<file path="src/core/flash_spi_pkg.sv">
// Purpose: Shared constants for the serial flash SPI front end.
// Assumes: Serial pins are sampled by the 200 MHz REF_CLK domain.
// Notes:   Opcodes and status field positions are named here once.
`default_nettype none

package flash_spi_pkg;

  // ****************************************************************
  // Command and byte framing
  // ****************************************************************
  localparam int          BYTE_BITS       = 8;
  localparam logic [7:0]  OP_STATUS_WRITE = 8'h01;
  localparam logic [2:0]  BYTE_OPCODE     = 3'h0;
  localparam logic [2:0]  BYTE_STATUS     = 3'h1;
  localparam logic [2:0]  BYTE_ADDR_LAST  = 3'h3;
  localparam logic [2:0]  BIT_LAST        = 3'h7;

  // ****************************************************************
  // Status register fields and reset value
  // ****************************************************************
  localparam int          ST_BUSY         = 0;
  localparam int          ST_WEL          = 1;
  localparam int          ST_LEVEL_LO     = 2;
  localparam int          ST_LEVEL_HI     = 5;
  localparam int          ST_AAI          = 6;
  localparam int          ST_LOCK         = 7;
  localparam logic [3:0]  LEVEL_RESET     = 4'h7;
  localparam logic        LOCK_RESET      = 1'b0;

  // ****************************************************************
  // Array organisation
  // ****************************************************************
  localparam logic [23:0] SECTOR_MASK     = 24'hFFF000;
  localparam logic [23:0] BLOCK32_MASK    = 24'hFF8000;
  localparam logic [23:0] BLOCK64_MASK    = 24'hFF0000;
  localparam logic [23:0] ARRAY_TOP_SPAN  = 24'h010000;

endpackage : flash_spi_pkg

`default_nettype wire

</file>
<file path="src/core/pause_if.sv">
// Purpose: Carries pause handshake signals between the front end and its pause tracker.
// Assumes: All signals belong to the REF_CLK domain.
// Notes:   Core side drives synced pin levels, tracker returns the pause state.
`default_nettype none

interface pause_if;
  logic sck_low;
  logic cs_active;
  logic hold_level;
  logic paused;

  modport tracker (input sck_low, input cs_active, input hold_level, output paused);
  modport core    (output sck_low, output cs_active, output hold_level, input paused);
endinterface : pause_if

`default_nettype wire

</file>
<file path="src/core/pause_tracker.sv">
// Purpose: Tracks entry and exit of the pause state against the serial clock.
// Assumes: Inputs are already synchronised to REF_CLK.
// Notes:   A pause edge seen with the clock high takes effect once it goes low.
`default_nettype none

module pause_tracker (
  input  wire logic REF_CLK,
  input  wire logic RST_N,
  pause_if.tracker  pif
);

  // Deselected with the pause pin high is standby at any clock level; while selected,
  // pause follows the pause level only when the serial clock is low.
  always_ff @(posedge REF_CLK) begin
    if (!RST_N) begin
      pif.paused <= 1'b0;
    end else if (pif.hold_level && !pif.cs_active) begin
      pif.paused <= 1'b0;
    end else if (pif.sck_low && pif.cs_active) begin
      pif.paused <= !pif.hold_level;
    end
  end

endmodule : pause_tracker

`default_nettype wire

</file>
<file path="src/core/serial_flash_spi_front_end.sv">
// Purpose: Serial interface front end of an SPI flash: framing, shifting, pause,
//          ready/busy output and status register write protection.
// Assumes: SCK, CE_N, SI, HOLD_N and WP_N are asynchronous to REF_CLK and slow
//          enough for REF_CLK to see every level.
// Notes:   Data-out is split into level and active-low enable; the pad joins them.
`default_nettype none

module serial_flash_spi_front_end
  import flash_spi_pkg::*;
(
  input  wire logic        REF_CLK,
  input  wire logic        RST_N,
  input  wire logic        SCK,
  input  wire logic        CE_N,
  input  wire logic        SI,
  input  wire logic        HOLD_N,
  input  wire logic        WP_N,
  input  wire logic [7:0]  TX_DATA,
  input  wire logic        TX_ENABLE,
  input  wire logic        RYBY_ENABLE,
  input  wire logic        AAI_ACTIVE,
  input  wire logic        BUSY_IN,
  input  wire logic        WEL_IN,
  output logic             SO_OUT,
  output logic             SO_OE_N,
  output logic [7:0]       RX_DATA,
  output logic             RX_VALID,
  output logic [2:0]       RX_INDEX,
  output logic             FRAME_START,
  output logic             FRAME_END,
  output logic             FRAME_ABORT,
  output logic             STATUS_WRITE_DONE,
  output logic             STATUS_WRITE_REJECT,
  output logic [7:0]       STATUS_REG,
  output logic [23:0]      ADDR,
  output logic [23:0]      SECTOR_BASE,
  output logic [23:0]      BLOCK32_BASE,
  output logic [23:0]      BLOCK64_BASE,
  output logic             ADDR_PROTECTED,
  output logic             PAUSED
);

  // ****************************************************************
  // Pin synchronisers
  // ****************************************************************
  logic [4:0] sync1;
  logic [4:0] sync2;
  logic       sck_prev;
  logic       cs_prev;

  // Two flops per pin; only the second stage is read by logic.
  always_ff @(posedge REF_CLK) begin
    if (!RST_N) begin
      sync1 <= 5'h1E;
      sync2 <= 5'h1E;
    end else begin
      sync1 <= {WP_N, HOLD_N, CE_N, SI, SCK};
      sync2 <= sync1;
    end
  end

  logic sck_s;
  logic si_s;
  logic cs_n_s;
  logic hold_s;
  logic wp_s;
  assign sck_s  = sync2[0];
  assign si_s   = sync2[1];
  assign cs_n_s = sync2[2];
  assign hold_s = sync2[3];
  assign wp_s   = sync2[4];

  // Previous levels for edge detection.
  always_ff @(posedge REF_CLK) begin
    if (!RST_N) begin
      sck_prev <= 1'b0;
      cs_prev  <= 1'b1;
    end else begin
      sck_prev <= sck_s;
      cs_prev  <= cs_n_s;
    end
  end

  // ****************************************************************
  // Pause tracking
  // ****************************************************************
  pause_if pif ();

  assign pif.sck_low    = !sck_s;
  assign pif.cs_active  = !cs_n_s;
  assign pif.hold_level = hold_s;

  pause_tracker u_pause (
    .REF_CLK (REF_CLK),
    .RST_N   (RST_N),
    .pif     (pif)
  );

  logic selected;
  logic sck_rise;
  logic sck_fall;
  logic cs_fall;
  logic cs_rise;
  assign selected = !cs_n_s && !pif.paused;
  assign sck_rise = selected && sck_s && !sck_prev;
  assign sck_fall = selected && !sck_s && sck_prev;
  assign cs_fall  = !cs_n_s && cs_prev;
  assign cs_rise  = cs_n_s && !cs_prev;

  // ****************************************************************
  // Receive shifter
  // ****************************************************************
  logic [2:0] bit_pos;
  logic [6:0] rx_shift;
  logic [2:0] byte_cnt;
  logic [7:0] opcode;
  logic [7:0] status_data;
  logic [7:0] next_byte;
  logic       byte_done;
  assign next_byte = {rx_shift, si_s};
  assign byte_done = sck_rise && (bit_pos == BIT_LAST);

  // Bit position advances on rising edges only; pause holds it as is.
  always_ff @(posedge REF_CLK) begin
    if (!RST_N) begin
      bit_pos  <= 3'h0;
      rx_shift <= 7'h00;
    end else if (cs_n_s || cs_fall) begin
      bit_pos  <= 3'h0;
      rx_shift <= 7'h00;
    end else if (sck_rise) begin
      bit_pos  <= bit_pos + 3'h1;
      rx_shift <= next_byte[6:0];
    end
  end

  // Byte counter, captured opcode and status data of the frame.
  always_ff @(posedge REF_CLK) begin
    if (!RST_N) begin
      byte_cnt    <= 3'h0;
      opcode      <= 8'h00;
      status_data <= 8'h00;
    end else if (cs_n_s) begin
      byte_cnt <= 3'h0;
    end else if (byte_done) begin
      if (byte_cnt != 3'h7) begin
        byte_cnt <= byte_cnt + 3'h1;
      end
      if (byte_cnt == BYTE_OPCODE) begin
        opcode <= next_byte;
      end
      if (byte_cnt == BYTE_STATUS) begin
        status_data <= next_byte;
      end
    end
  end

  // Received byte handed to the command core.
  always_ff @(posedge REF_CLK) begin
    if (!RST_N) begin
      RX_DATA  <= 8'h00;
      RX_VALID <= 1'b0;
      RX_INDEX <= 3'h0;
    end else begin
      RX_VALID <= byte_done;
      if (byte_done) begin
        RX_DATA  <= next_byte;
        RX_INDEX <= byte_cnt;
      end
    end
  end

  // Frame events: start on select fall, abort if a byte is cut short.
  always_ff @(posedge REF_CLK) begin
    if (!RST_N) begin
      FRAME_START <= 1'b0;
      FRAME_END   <= 1'b0;
      FRAME_ABORT <= 1'b0;
    end else begin
      FRAME_START <= cs_fall;
      FRAME_END   <= cs_rise && (bit_pos == 3'h0);
      FRAME_ABORT <= cs_rise && (bit_pos != 3'h0);
    end
  end

  // ****************************************************************
  // Address capture and array decoding
  // ****************************************************************
  // Address bytes arrive most significant first after the opcode.
  always_ff @(posedge REF_CLK) begin
    if (!RST_N) begin
      ADDR <= 24'h000000;
    end else if (byte_done && byte_cnt != BYTE_OPCODE && byte_cnt <= BYTE_ADDR_LAST) begin
      ADDR <= {ADDR[15:0], next_byte};
    end
  end

  // Erase base addresses of the sector and both overlay blocks.
  always_ff @(posedge REF_CLK) begin
    if (!RST_N) begin
      SECTOR_BASE  <= 24'h000000;
      BLOCK32_BASE <= 24'h000000;
      BLOCK64_BASE <= 24'h000000;
    end else begin
      SECTOR_BASE  <= ADDR & SECTOR_MASK;
      BLOCK32_BASE <= ADDR & BLOCK32_MASK;
      BLOCK64_BASE <= ADDR & BLOCK64_MASK;
    end
  end

  // ****************************************************************
  // Status register and write protection
  // ****************************************************************
  logic [3:0]  level;
  logic        lock;
  logic        sw_hit;
  logic        sw_allow;
  assign sw_hit   = cs_rise && (bit_pos == 3'h0) && (opcode == OP_STATUS_WRITE)
                    && (byte_cnt == 3'h2);
  assign sw_allow = wp_s || !lock;

  // Level and lock bits change only through an allowed status write.
  always_ff @(posedge REF_CLK) begin
    if (!RST_N) begin
      level <= LEVEL_RESET;
      lock  <= LOCK_RESET;
    end else if (sw_hit && sw_allow) begin
      level <= status_data[ST_LEVEL_HI:ST_LEVEL_LO];
      lock  <= status_data[ST_LOCK];
    end
  end

  // Outcome pulses of a status write frame.
  always_ff @(posedge REF_CLK) begin
    if (!RST_N) begin
      STATUS_WRITE_DONE   <= 1'b0;
      STATUS_WRITE_REJECT <= 1'b0;
    end else begin
      STATUS_WRITE_DONE   <= sw_hit && sw_allow;
      STATUS_WRITE_REJECT <= sw_hit && !sw_allow;
    end
  end

  // Visible status byte.
  always_ff @(posedge REF_CLK) begin
    if (!RST_N) begin
      STATUS_REG <= 8'h00;
    end else begin
      STATUS_REG <= {lock, AAI_ACTIVE, level, WEL_IN, BUSY_IN};
    end
  end

  // Protected region runs from a power-of-two boundary to the array top.
  logic [23:0] prot_start;
  always_comb begin
    prot_start = 24'h000000;
    case (level[2:0])
      3'h1:    prot_start = 24'h000000 - ARRAY_TOP_SPAN * 24'h000040;
      default: prot_start = 24'h000000;
    endcase
    if (level[2:0] != 3'h0) begin
      prot_start = 24'h000000 - (ARRAY_TOP_SPAN << (level[2:0] - 3'h1));
      if (level[2:0] == 3'h7) begin
        prot_start = 24'h000000;
      end
    end
  end

  // Array protection flag; the region sits at the top of a 4 MByte space.
  always_ff @(posedge REF_CLK) begin
    if (!RST_N) begin
      ADDR_PROTECTED <= 1'b1;
    end else begin
      ADDR_PROTECTED <= (level[2:0] != 3'h0) &&
                        ({2'b00, ADDR[21:0]} >= {2'b00, prot_start[21:0]});
    end
  end

  // ****************************************************************
  // Transmit path
  // ****************************************************************
  logic [7:0] tx_byte;
  logic       ryby_mode;
  assign ryby_mode = RYBY_ENABLE && AAI_ACTIVE;

  // Next byte to send is taken at each byte boundary.
  always_ff @(posedge REF_CLK) begin
    if (!RST_N) begin
      tx_byte <= 8'h00;
    end else if (cs_fall || byte_done) begin
      tx_byte <= TX_DATA;
    end
  end

  // Output level changes only on falling edges, or shows the inverse of busy in ready/busy mode.
  always_ff @(posedge REF_CLK) begin
    if (!RST_N) begin
      SO_OUT <= 1'b0;
    end else if (ryby_mode) begin
      SO_OUT <= !BUSY_IN;
    end else if (sck_fall) begin
      SO_OUT <= tx_byte[3'h7 - bit_pos];
    end
  end

  // Drive only when selected, not paused, and sending or in ready/busy mode.
  always_ff @(posedge REF_CLK) begin
    if (!RST_N) begin
      SO_OE_N <= 1'b1;
    end else begin
      SO_OE_N <= !(selected && (TX_ENABLE || ryby_mode));
    end
  end

  // Pause state made visible.
  always_ff @(posedge REF_CLK) begin
    if (!RST_N) begin
      PAUSED <= 1'b0;
    end else begin
      PAUSED <= pif.paused;
    end
  end

endmodule : serial_flash_spi_front_end

`default_nettype wire

</file>
<file path="config.mk">
export PLATFORM = sky130hd
export DESIGN_NAME = serial_flash_spi_front_end
export DESIGN_NICKNAME = d
export VERILOG_FILES = /design/src/core/flash_spi_pkg.sv /design/src/core/pause_if.sv /design/src/core/pause_tracker.sv /design/src/core/serial_flash_spi_front_end.sv
export SDC_FILE = /design/constraint.sdc
export NUM_CORES = 1
export LEC_CHECK = 0
export ABC_AREA = 1
export BUFFER_PORTS_ARGS = -buffer_cell sky130_fd_sc_hd__buf_2
export CORE_MARGIN = 2
export CORE_UTILIZATION = 55
export DETAILED_ROUTE_END_ITERATION = 10
export PLACE_DENSITY = 0.84
export SYNTH_ARGS = -nofsm -noshare
export SYNTH_HDL_FRONTEND = slang
export SYNTH_HIERARCHICAL = 1
export SYNTH_SLANG_ARGS = --single-unit
</file>
<file path="constraint.sdc">
create_clock -name REF_CLK -period 3.4 [get_ports REF_CLK]
set_input_delay 0.68 -clock REF_CLK [delete_from_list [all_inputs] [get_ports REF_CLK]]
set_output_delay 0.68 -clock REF_CLK [all_outputs]
set_load 0.02 [all_outputs]
</file>
==> flow_summary.json, run 1 <==
{
  "crit_path_top_delay_cell": "nor2_2",
  "yosysTopAreaCellShare_pct": 48.1,
  "place_inst": 779,
  "arrival_ns": 2.77,
  "ir_worst_vdd_mv": 0.437,
  "area_growth_pct": 17.2,
  "tightest_slew_ns": 0.627,
  "crit_buf_inv": 0,
  "hold_viol_final": 0,
  "io_pins": 145,
  "fp.dieH_microns": 98.0,
  "start_kind": "register",
  "synthCells": 605,
  "yosys.area.top_type": "dfxtp_1",
  "avgSynthCellArea_sq_um": 8.04,
  "hpwl_microns": 7040,
  "grt_pass1_wl_microns": 16800,
  "outcome": "finished clean",
  "clk_path_buf_depth": 2,
  "wl_per_cell_microns": 12.7,
  "ys_top_cells_by_count": "117 x dfxtp_1, 83 x nand2_1, 79 x inv_1",
  "start_util_pct": 56.3,
  "crit_path_max_fanout": 24,
  "p_leak_nw": 2.99,
  "comb_power_share_pct": 3.7,
  "async_flop_share_pct": 0,
  "synth-seq-cells": 117,
  "relSlewSlack_pct": 58.2,
  "powerDensity_nw_per_um2": 560,
  "ys_top_cells_by_area": "dfxtp_1 48%, buf_4 9.6%, nand2_1 6.4%",
  "port-buffer-count": 101,
  "die_w_microns": 98.0,
  "antennaDiodeCount": 0,
  "fin_crit_sh_pct": 68.4,
  "cts.repair.resized": 0,
  "p_int_w": 0.00247,
  "cts_buffers": 17,
  "synth.distinct_cells": 28,
  "power_frac_seq_pct": 43.7,
  "syn_area_sq_um": 4860,
  "overflow": 0,
  "switching_share_pct": 22.7,
  "clock-sinks": 117,
  "max_freq_mhz": 430,
  "row_count": 34,
  "vias": 3980,
  "path_cells": "ha_1, ha_1, nand3_4, nor2_2, nand2_1, a21oi_1",
  "final_layout_size_suffix_gt1_share_pct": 22.9,
  "ys_dominant_reg_cell": "dfxtp_1",
  "min_path_type": "in2reg",
  "die-area_sq_um": 9610,
  "grt_use_total_pct": 21.7,
  "synth_seq_area_share_pct": 48.1,
  "cts_htree_levels": 4,
  "slew_viol_final": 0,
  "maxCapViolCount": 0,
  "setup_viol": 0,
  "cp_slowest_stage_delay_ns": 0.51,
  "postRouteAntennaNets": 0,
  "critPathKind": "reg2reg",
  "synth.most_common_cell": "dfxtp_1",
  "fin_worst_skew_ns": 0.00691,
  "grt_max_degree": 68,
  "core_sq_um": 8640,
  "routed_wl_microns": 10300,
  "clkPwrFrac_pct": 52.6,
  "synth_edf_count": 0,
  "grt_pass1_vias": 3768,
  "finalSetupTns_ns": 0,
  "finalNonFillerCells": 810,
  "drc_errors": 0,
  "clk_latency_ns": 0.53,
  "avgViaCountPerCell": 4.91,
  "crit_top_cell": "ha_1",
  "cts-root-buf": "clkbuf_8",
  "postCtsHoldBufs": 0,
  "rsz0062_at_grt": "false",
  "grt_antenna_before_repair": 0,
  "power.switching_w": 0.000725,
  "end_kind": "register",
  "fin_util_pct": 66.0,
  "finalNetCount": 726,
  "place_congestion": 0.827,
  "critPathTopFamily": "simple AND/OR/NAND/NOR gates",
  "dr.pass1.iters": 5,
  "dr.first_iter.drc_count": 199,
  "critPathRequiredTime_ns": 3.85,
  "cts_tree": "yes",
  "cts_setup_buffers": 0,
  "clkSlewWorstSetupHoldPaths_ns": 0.06,
  "ys_warn_count": 6,
  "period_minus_slack_ns": 2.33
}
-- per-stage QoR --
stage / total power, W / hold slack [ns] / setup slack (ns) / instance area [sq um]
finish: 0.00319 / 0.342 / 1.07 / 5700
CTS: 0.00321 / 0.335 / 1.09 / 5700
global route: 0.00328 / 0.337 / 0.919 / 5700
floorplan: 0.00155 / 0.390 / 1.46 / 5020
global placement: 0.00154 / 0.396 / 1.31 / 5140
detailed placement: 0.00154 / 0.402 / 1.15 / 5140
-- routing by layer --
metal / vias to the layer above / wire [microns] / track usage, %
li1: 1977 / - / -
met5: - / 0 / 0
met4: 0 / 259 / 9.83
met1: 1808 / 4100 / 24.4
met2: 166 / 5170 / 37.6
met3: 29 / 764 / 6.73
-- cells by family after synthesis --
family,after synthesis,share of synthesized area (%)
simple gates,196,17.3
buf+inv,161,17.4
flops,117,48.1
compound gates,114,13.0
fa+ha+maj,16,4.12
other cells,1,0.0771
-- power groups by stage --
stage	sequential [W]	combinational (W)	clock [W]
after floorplan	0.00143	0.000121	0
after detailed placement	0.00142	0.000116	0
after CTS	0.00139	0.000117	0.00170
after global routing	0.00139	0.000130	0.00176
final	0.00139	0.000118	0.00168
after global placement	0.00142	0.000114	0
-- state kept, by name (all words and copies together), names as in the netlist, 3 cells and up --
| name | count |
|---|---|
| bit_pos | 3 |
| SECTOR_BASE | 12 |
| sync2 | 5 |
| ADDR | 24 |
| rx_shift | 7 |
| opcode | 8 |
| RX_INDEX | 3 |
| level | 4 |
| RX_DATA | 8 |
| sync1 | 5 |
| byte_cnt | 3 |
| tx_byte | 8 |
| STATUS_REG | 8 |
| status_data | 5 |
-- layout by cell type (no fill, tap or decap), types with 3 or more instances in the layout --
cell	netlist	layout
clkbuf_16	0	16
dfxtp_1	117	117
conb_1	1	43
a21oi_1	52	52
o21ai_1	12	12
nand3_1	21	21
nand2_1	83	83
or2_2	8	8
buf_2	6	101
nor2_1	71	71
clkinv_2	0	4
a211oi_2	7	7
clkinvlp_4	0	6
inv_2	3	3
o21ai_0	39	39
ha_1	16	16
nor2_2	5	5
inv_1	79	79
-- path summary, 6_finish.rpt --
kind | slack [ns] | to | cells after the start | startpoint
setup / recovery | 1.07 | ADDR[12] | 6 | bit_pos[0]
hold / removal | 0.34 | STATUS_REG[1] | 3 | WEL_IN
setup reg to reg | 1.07 | ADDR[12] | 6 | bit_pos[0]
hold reg to reg | 0.42 | sync2[3] | 1 | sync1[3]
-- area by class of cell --
cell class                 instances  area [sq um]
fill                             725          2930
sequential                       117          2340
multi-input combinational        369          1840
timing repair buffer             103           520
clock buffer                      18           428
inverter                          82           308
tap                              108           135
clock inverter                    13           134
-- worst register-to-register path, delay by kind of cell (launching register included) --
| kind | cells | cell delay, ns |
|---|---|---|
| fa+ha+maj | 2 | 0.38 |
| flops | 1 | 0.42 |
| compound gates | 1 | 0.26 |
| simple gates | 3 | 1.19 |
Note: power is estimated with default switching activity, not from simulation.
==> inputs of run 2 (changes only) <==
CORE_UTILIZATION = 51   (was 55)
PLACE_DENSITY = 0.79   (was 0.84)
clock period = 2.25 ns   (was 3.4 ns; I/O delays follow)
==> run 2 against run 1 <==
- routed wire length down 4.8%
- largest cell class unchanged
- count of clock-buffer cells in the layout increased by 3
- worst setup slack lost 0.89 ns
- maximum frequency up 13%
- sequential share of layout area is 0.19 points lower
- non-clock buffer count increased by 2
- critical endpoint is now ADDR_PROTECTED
- combinational power up 52%
- largest power group unchanged
==> flow_summary.json, run 2 (synthesis gave the netlist of run 1 again) <==
{
  "min_path_type": "in2reg",
  "postRouteAntennaNets": 0,
  "layout_common_cells": "114 x dfxtp_1, 101 x buf_2, 83 x nand2_1, 78 x inv_1, 71 x nor2_1",
  "cts-root-buf": "clkbuf_8",
  "die-area_sq_um": 10300,
  "row_count": 35,
  "arrival_ns": 2.45,
  "power.switching_w": 0.00102,
  "final_layout_size_suffix_gt1_share_pct": 23.6,
  "antennaDiodeCount": 0,
  "max_freq_mhz": 485,
  "fin_crit_sh_pct": 91.7,
  "finalNetCount": 728,
  "met2_usage_pct": 34.2,
  "relSlewSlack_pct": 66.6,
  "grt_use_total_pct": 19.3,
  "vias": 3867,
  "port-buffer-count": 101,
  "grt_max_degree": 68,
  "area_growth_pct": 18.0,
  "die_w_microns": 102,
  "avgViaCountPerCell": 4.64,
  "wl_per_cell_microns": 11.8,
  "finalSetupTns_ns": 0,
  "cts_htree_levels": 4,
  "crit_path_top_delay_cell": "dfxtp_2",
  "switching_share_pct": 21.8,
  "tightest_slew_ns": 0.500,
  "start_kind": "register",
  "fin_hold_ws_ns": 0.122,
  "crit_buf_inv": 2,
  "slew_viol_final": 0,
  "routed_wl_microns": 9800,
  "powerDensity_nw_per_um2": 818,
  "cts_setup_buffers": 0,
  "path_cells": "inv_1, nand3_1, ha_1, o21ai_1, o221ai_1, ha_1, nand2_1, inv_1, nand2_1, nand2_1, a21oi_1, nand3_1, nand2_1, nand2_1",
  "grt_pass1_wl_microns": 15700,
  "finalNonFillerCells": 833,
  "end_kind": "register",
  "dr.pass1.iters": 4,
  "comb_power_share_pct": 3.8,
  "crit_top_cell": "nand2_1",
  "critPathRequiredTime_ns": 2.64,
  "maxCapViolCount": 0,
  "fp.dieH_microns": 102,
  "dr.first_iter.drc_count": 195,
  "cts_buffers": 17,
  "io_pins": 145,
  "hold_viol_final": 0,
  "ir_worst_vdd_mv": 0.555,
  "grt_antenna_before_repair": 0,
  "fin_util_pct": 62.1,
  "top_register": "ADDR",
  "clk_latency_ns": 0.51,
  "p_leak_nw": 3.02,
  "overflow": 0,
  "cp_slowest_stage_delay_ns": 0.35,
  "core_sq_um": 9240,
  "grt_pass1_vias": 3578,
  "power_frac_seq_pct": 44.9,
  "crit_path_max_fanout": 8,
  "top_regs": "ADDR (24), SECTOR_BASE (12)",
  "clk_path_buf_depth": 2,
  "fin_worst_skew_ns": 0.0102,
  "setup_viol": 0,
  "critPathKind": "reg2reg",
  "period_minus_slack_ns": 2.06,
  "clkPwrFrac_pct": 51.3,
  "critPathTopFamily": "adder cells",
  "clock-sinks": 117,
  "place_inst": 802,
  "use_met1_pct": 21.9,
  "clkSlewWorstSetupHoldPaths_ns": 0.05,
  "top_usage_layer": "met2",
  "outcome": "finished clean",
  "hpwl_microns": 6890,
  "drc_errors": 0,
  "place_congestion": 0.915,
  "p_int_w": 0.00367,
  "cts_tree": "yes",
  "final_common_cell": "dfxtp_1",
  "gr-usage-met3_pct": 5.45,
  "largest_reg_flops": 24,
  "start_util_pct": 52.6
}
run 2: cell types whose count changed in the layout (fill, tap and decap cells not counted), moves of 2 or more:
| cell | change |
|---|---|
| clkinvlp_4 | -5 |
| clkinv_2 | +3 |
| dfxtp_1 | -3 |
| clkbuf_8 | +2 |
| dfxtp_2 | +3 |
run 2: power groups by stage:
stage               clock (W)  combinational [W]  sequential (W)
finish                0.00241           0.000179         0.00211
CTS                   0.00245           0.000178         0.00211
global route          0.00254           0.000199         0.00211
floorplan                   0           0.000183         0.00216
global placement            0           0.000175         0.00215
detailed placement          0           0.000178         0.00215
run 2: per-layer routing:
layer	vias to the layer above	routed length, microns
met3	10	558
met4	0	135
met5	-	0
met1	1759	4260
met2	123	4850
li1	1975	-
run 2: layout make-up:
| type | instances | area (sq um) |
|---|---|---|
| Sequential cell | 117 | 2350 |
| Tap cell | 129 | 161 |
| Timing Repair Buffer | 105 | 548 |
| Fill cell | 788 | 3500 |
| Multi-Input combinational cell | 369 | 1840 |
| Clock inverter | 10 | 81.3 |
| Inverter | 82 | 308 |
| Clock buffer | 21 | 459 |
run 2: worst register-to-register path, stage by stage, from the launching register on:
cell	delay, ns
dfxtp_2	0.35
inv_1	0.12
nand3_1	0.10
ha_1	0.24
o21ai_1	0.14
o221ai_1	0.14
ha_1	0.30
nand2_1	0.08
inv_1	0.05
nand2_1	0.06
nand2_1	0.05
a21oi_1	0.12
nand3_1	0.08
nand2_1	0.06
nand2_1	0.05
run 2: repair_timing:
item                                    CTS  global route
endpoints found under the setup margin    0             1
hold buffers                              0             0
gates resized for setup                   0             5
run 2: path summary, 6_finish.rpt:
kind                               start              to  slack [ns]  cells after the start
worst max-delay path            level[1]  ADDR_PROTECTED        0.19                     14
worst min-delay path              WEL_IN   STATUS_REG[1]        0.12                      3
worst max register to register  level[1]  ADDR_PROTECTED        0.19                     14
worst min register to register  sync1[0]        sync2[0]        0.41                      2
run 2: per-stage QoR:
step / worst slack [ns] / cell area (sq um) / power, W
3_3_place_gp: 0.348 / 5190 / 0.00232
4_1_cts: 0.0971 / 5740 / 0.00473
6_report: 0.186 / 5740 / 0.00470
2_1_floorplan: 0.308 / 5020 / 0.00234
5_1_grt: -0.00297 / 5740 / 0.00484
3_5_place_dp: 0.166 / 5190 / 0.00233
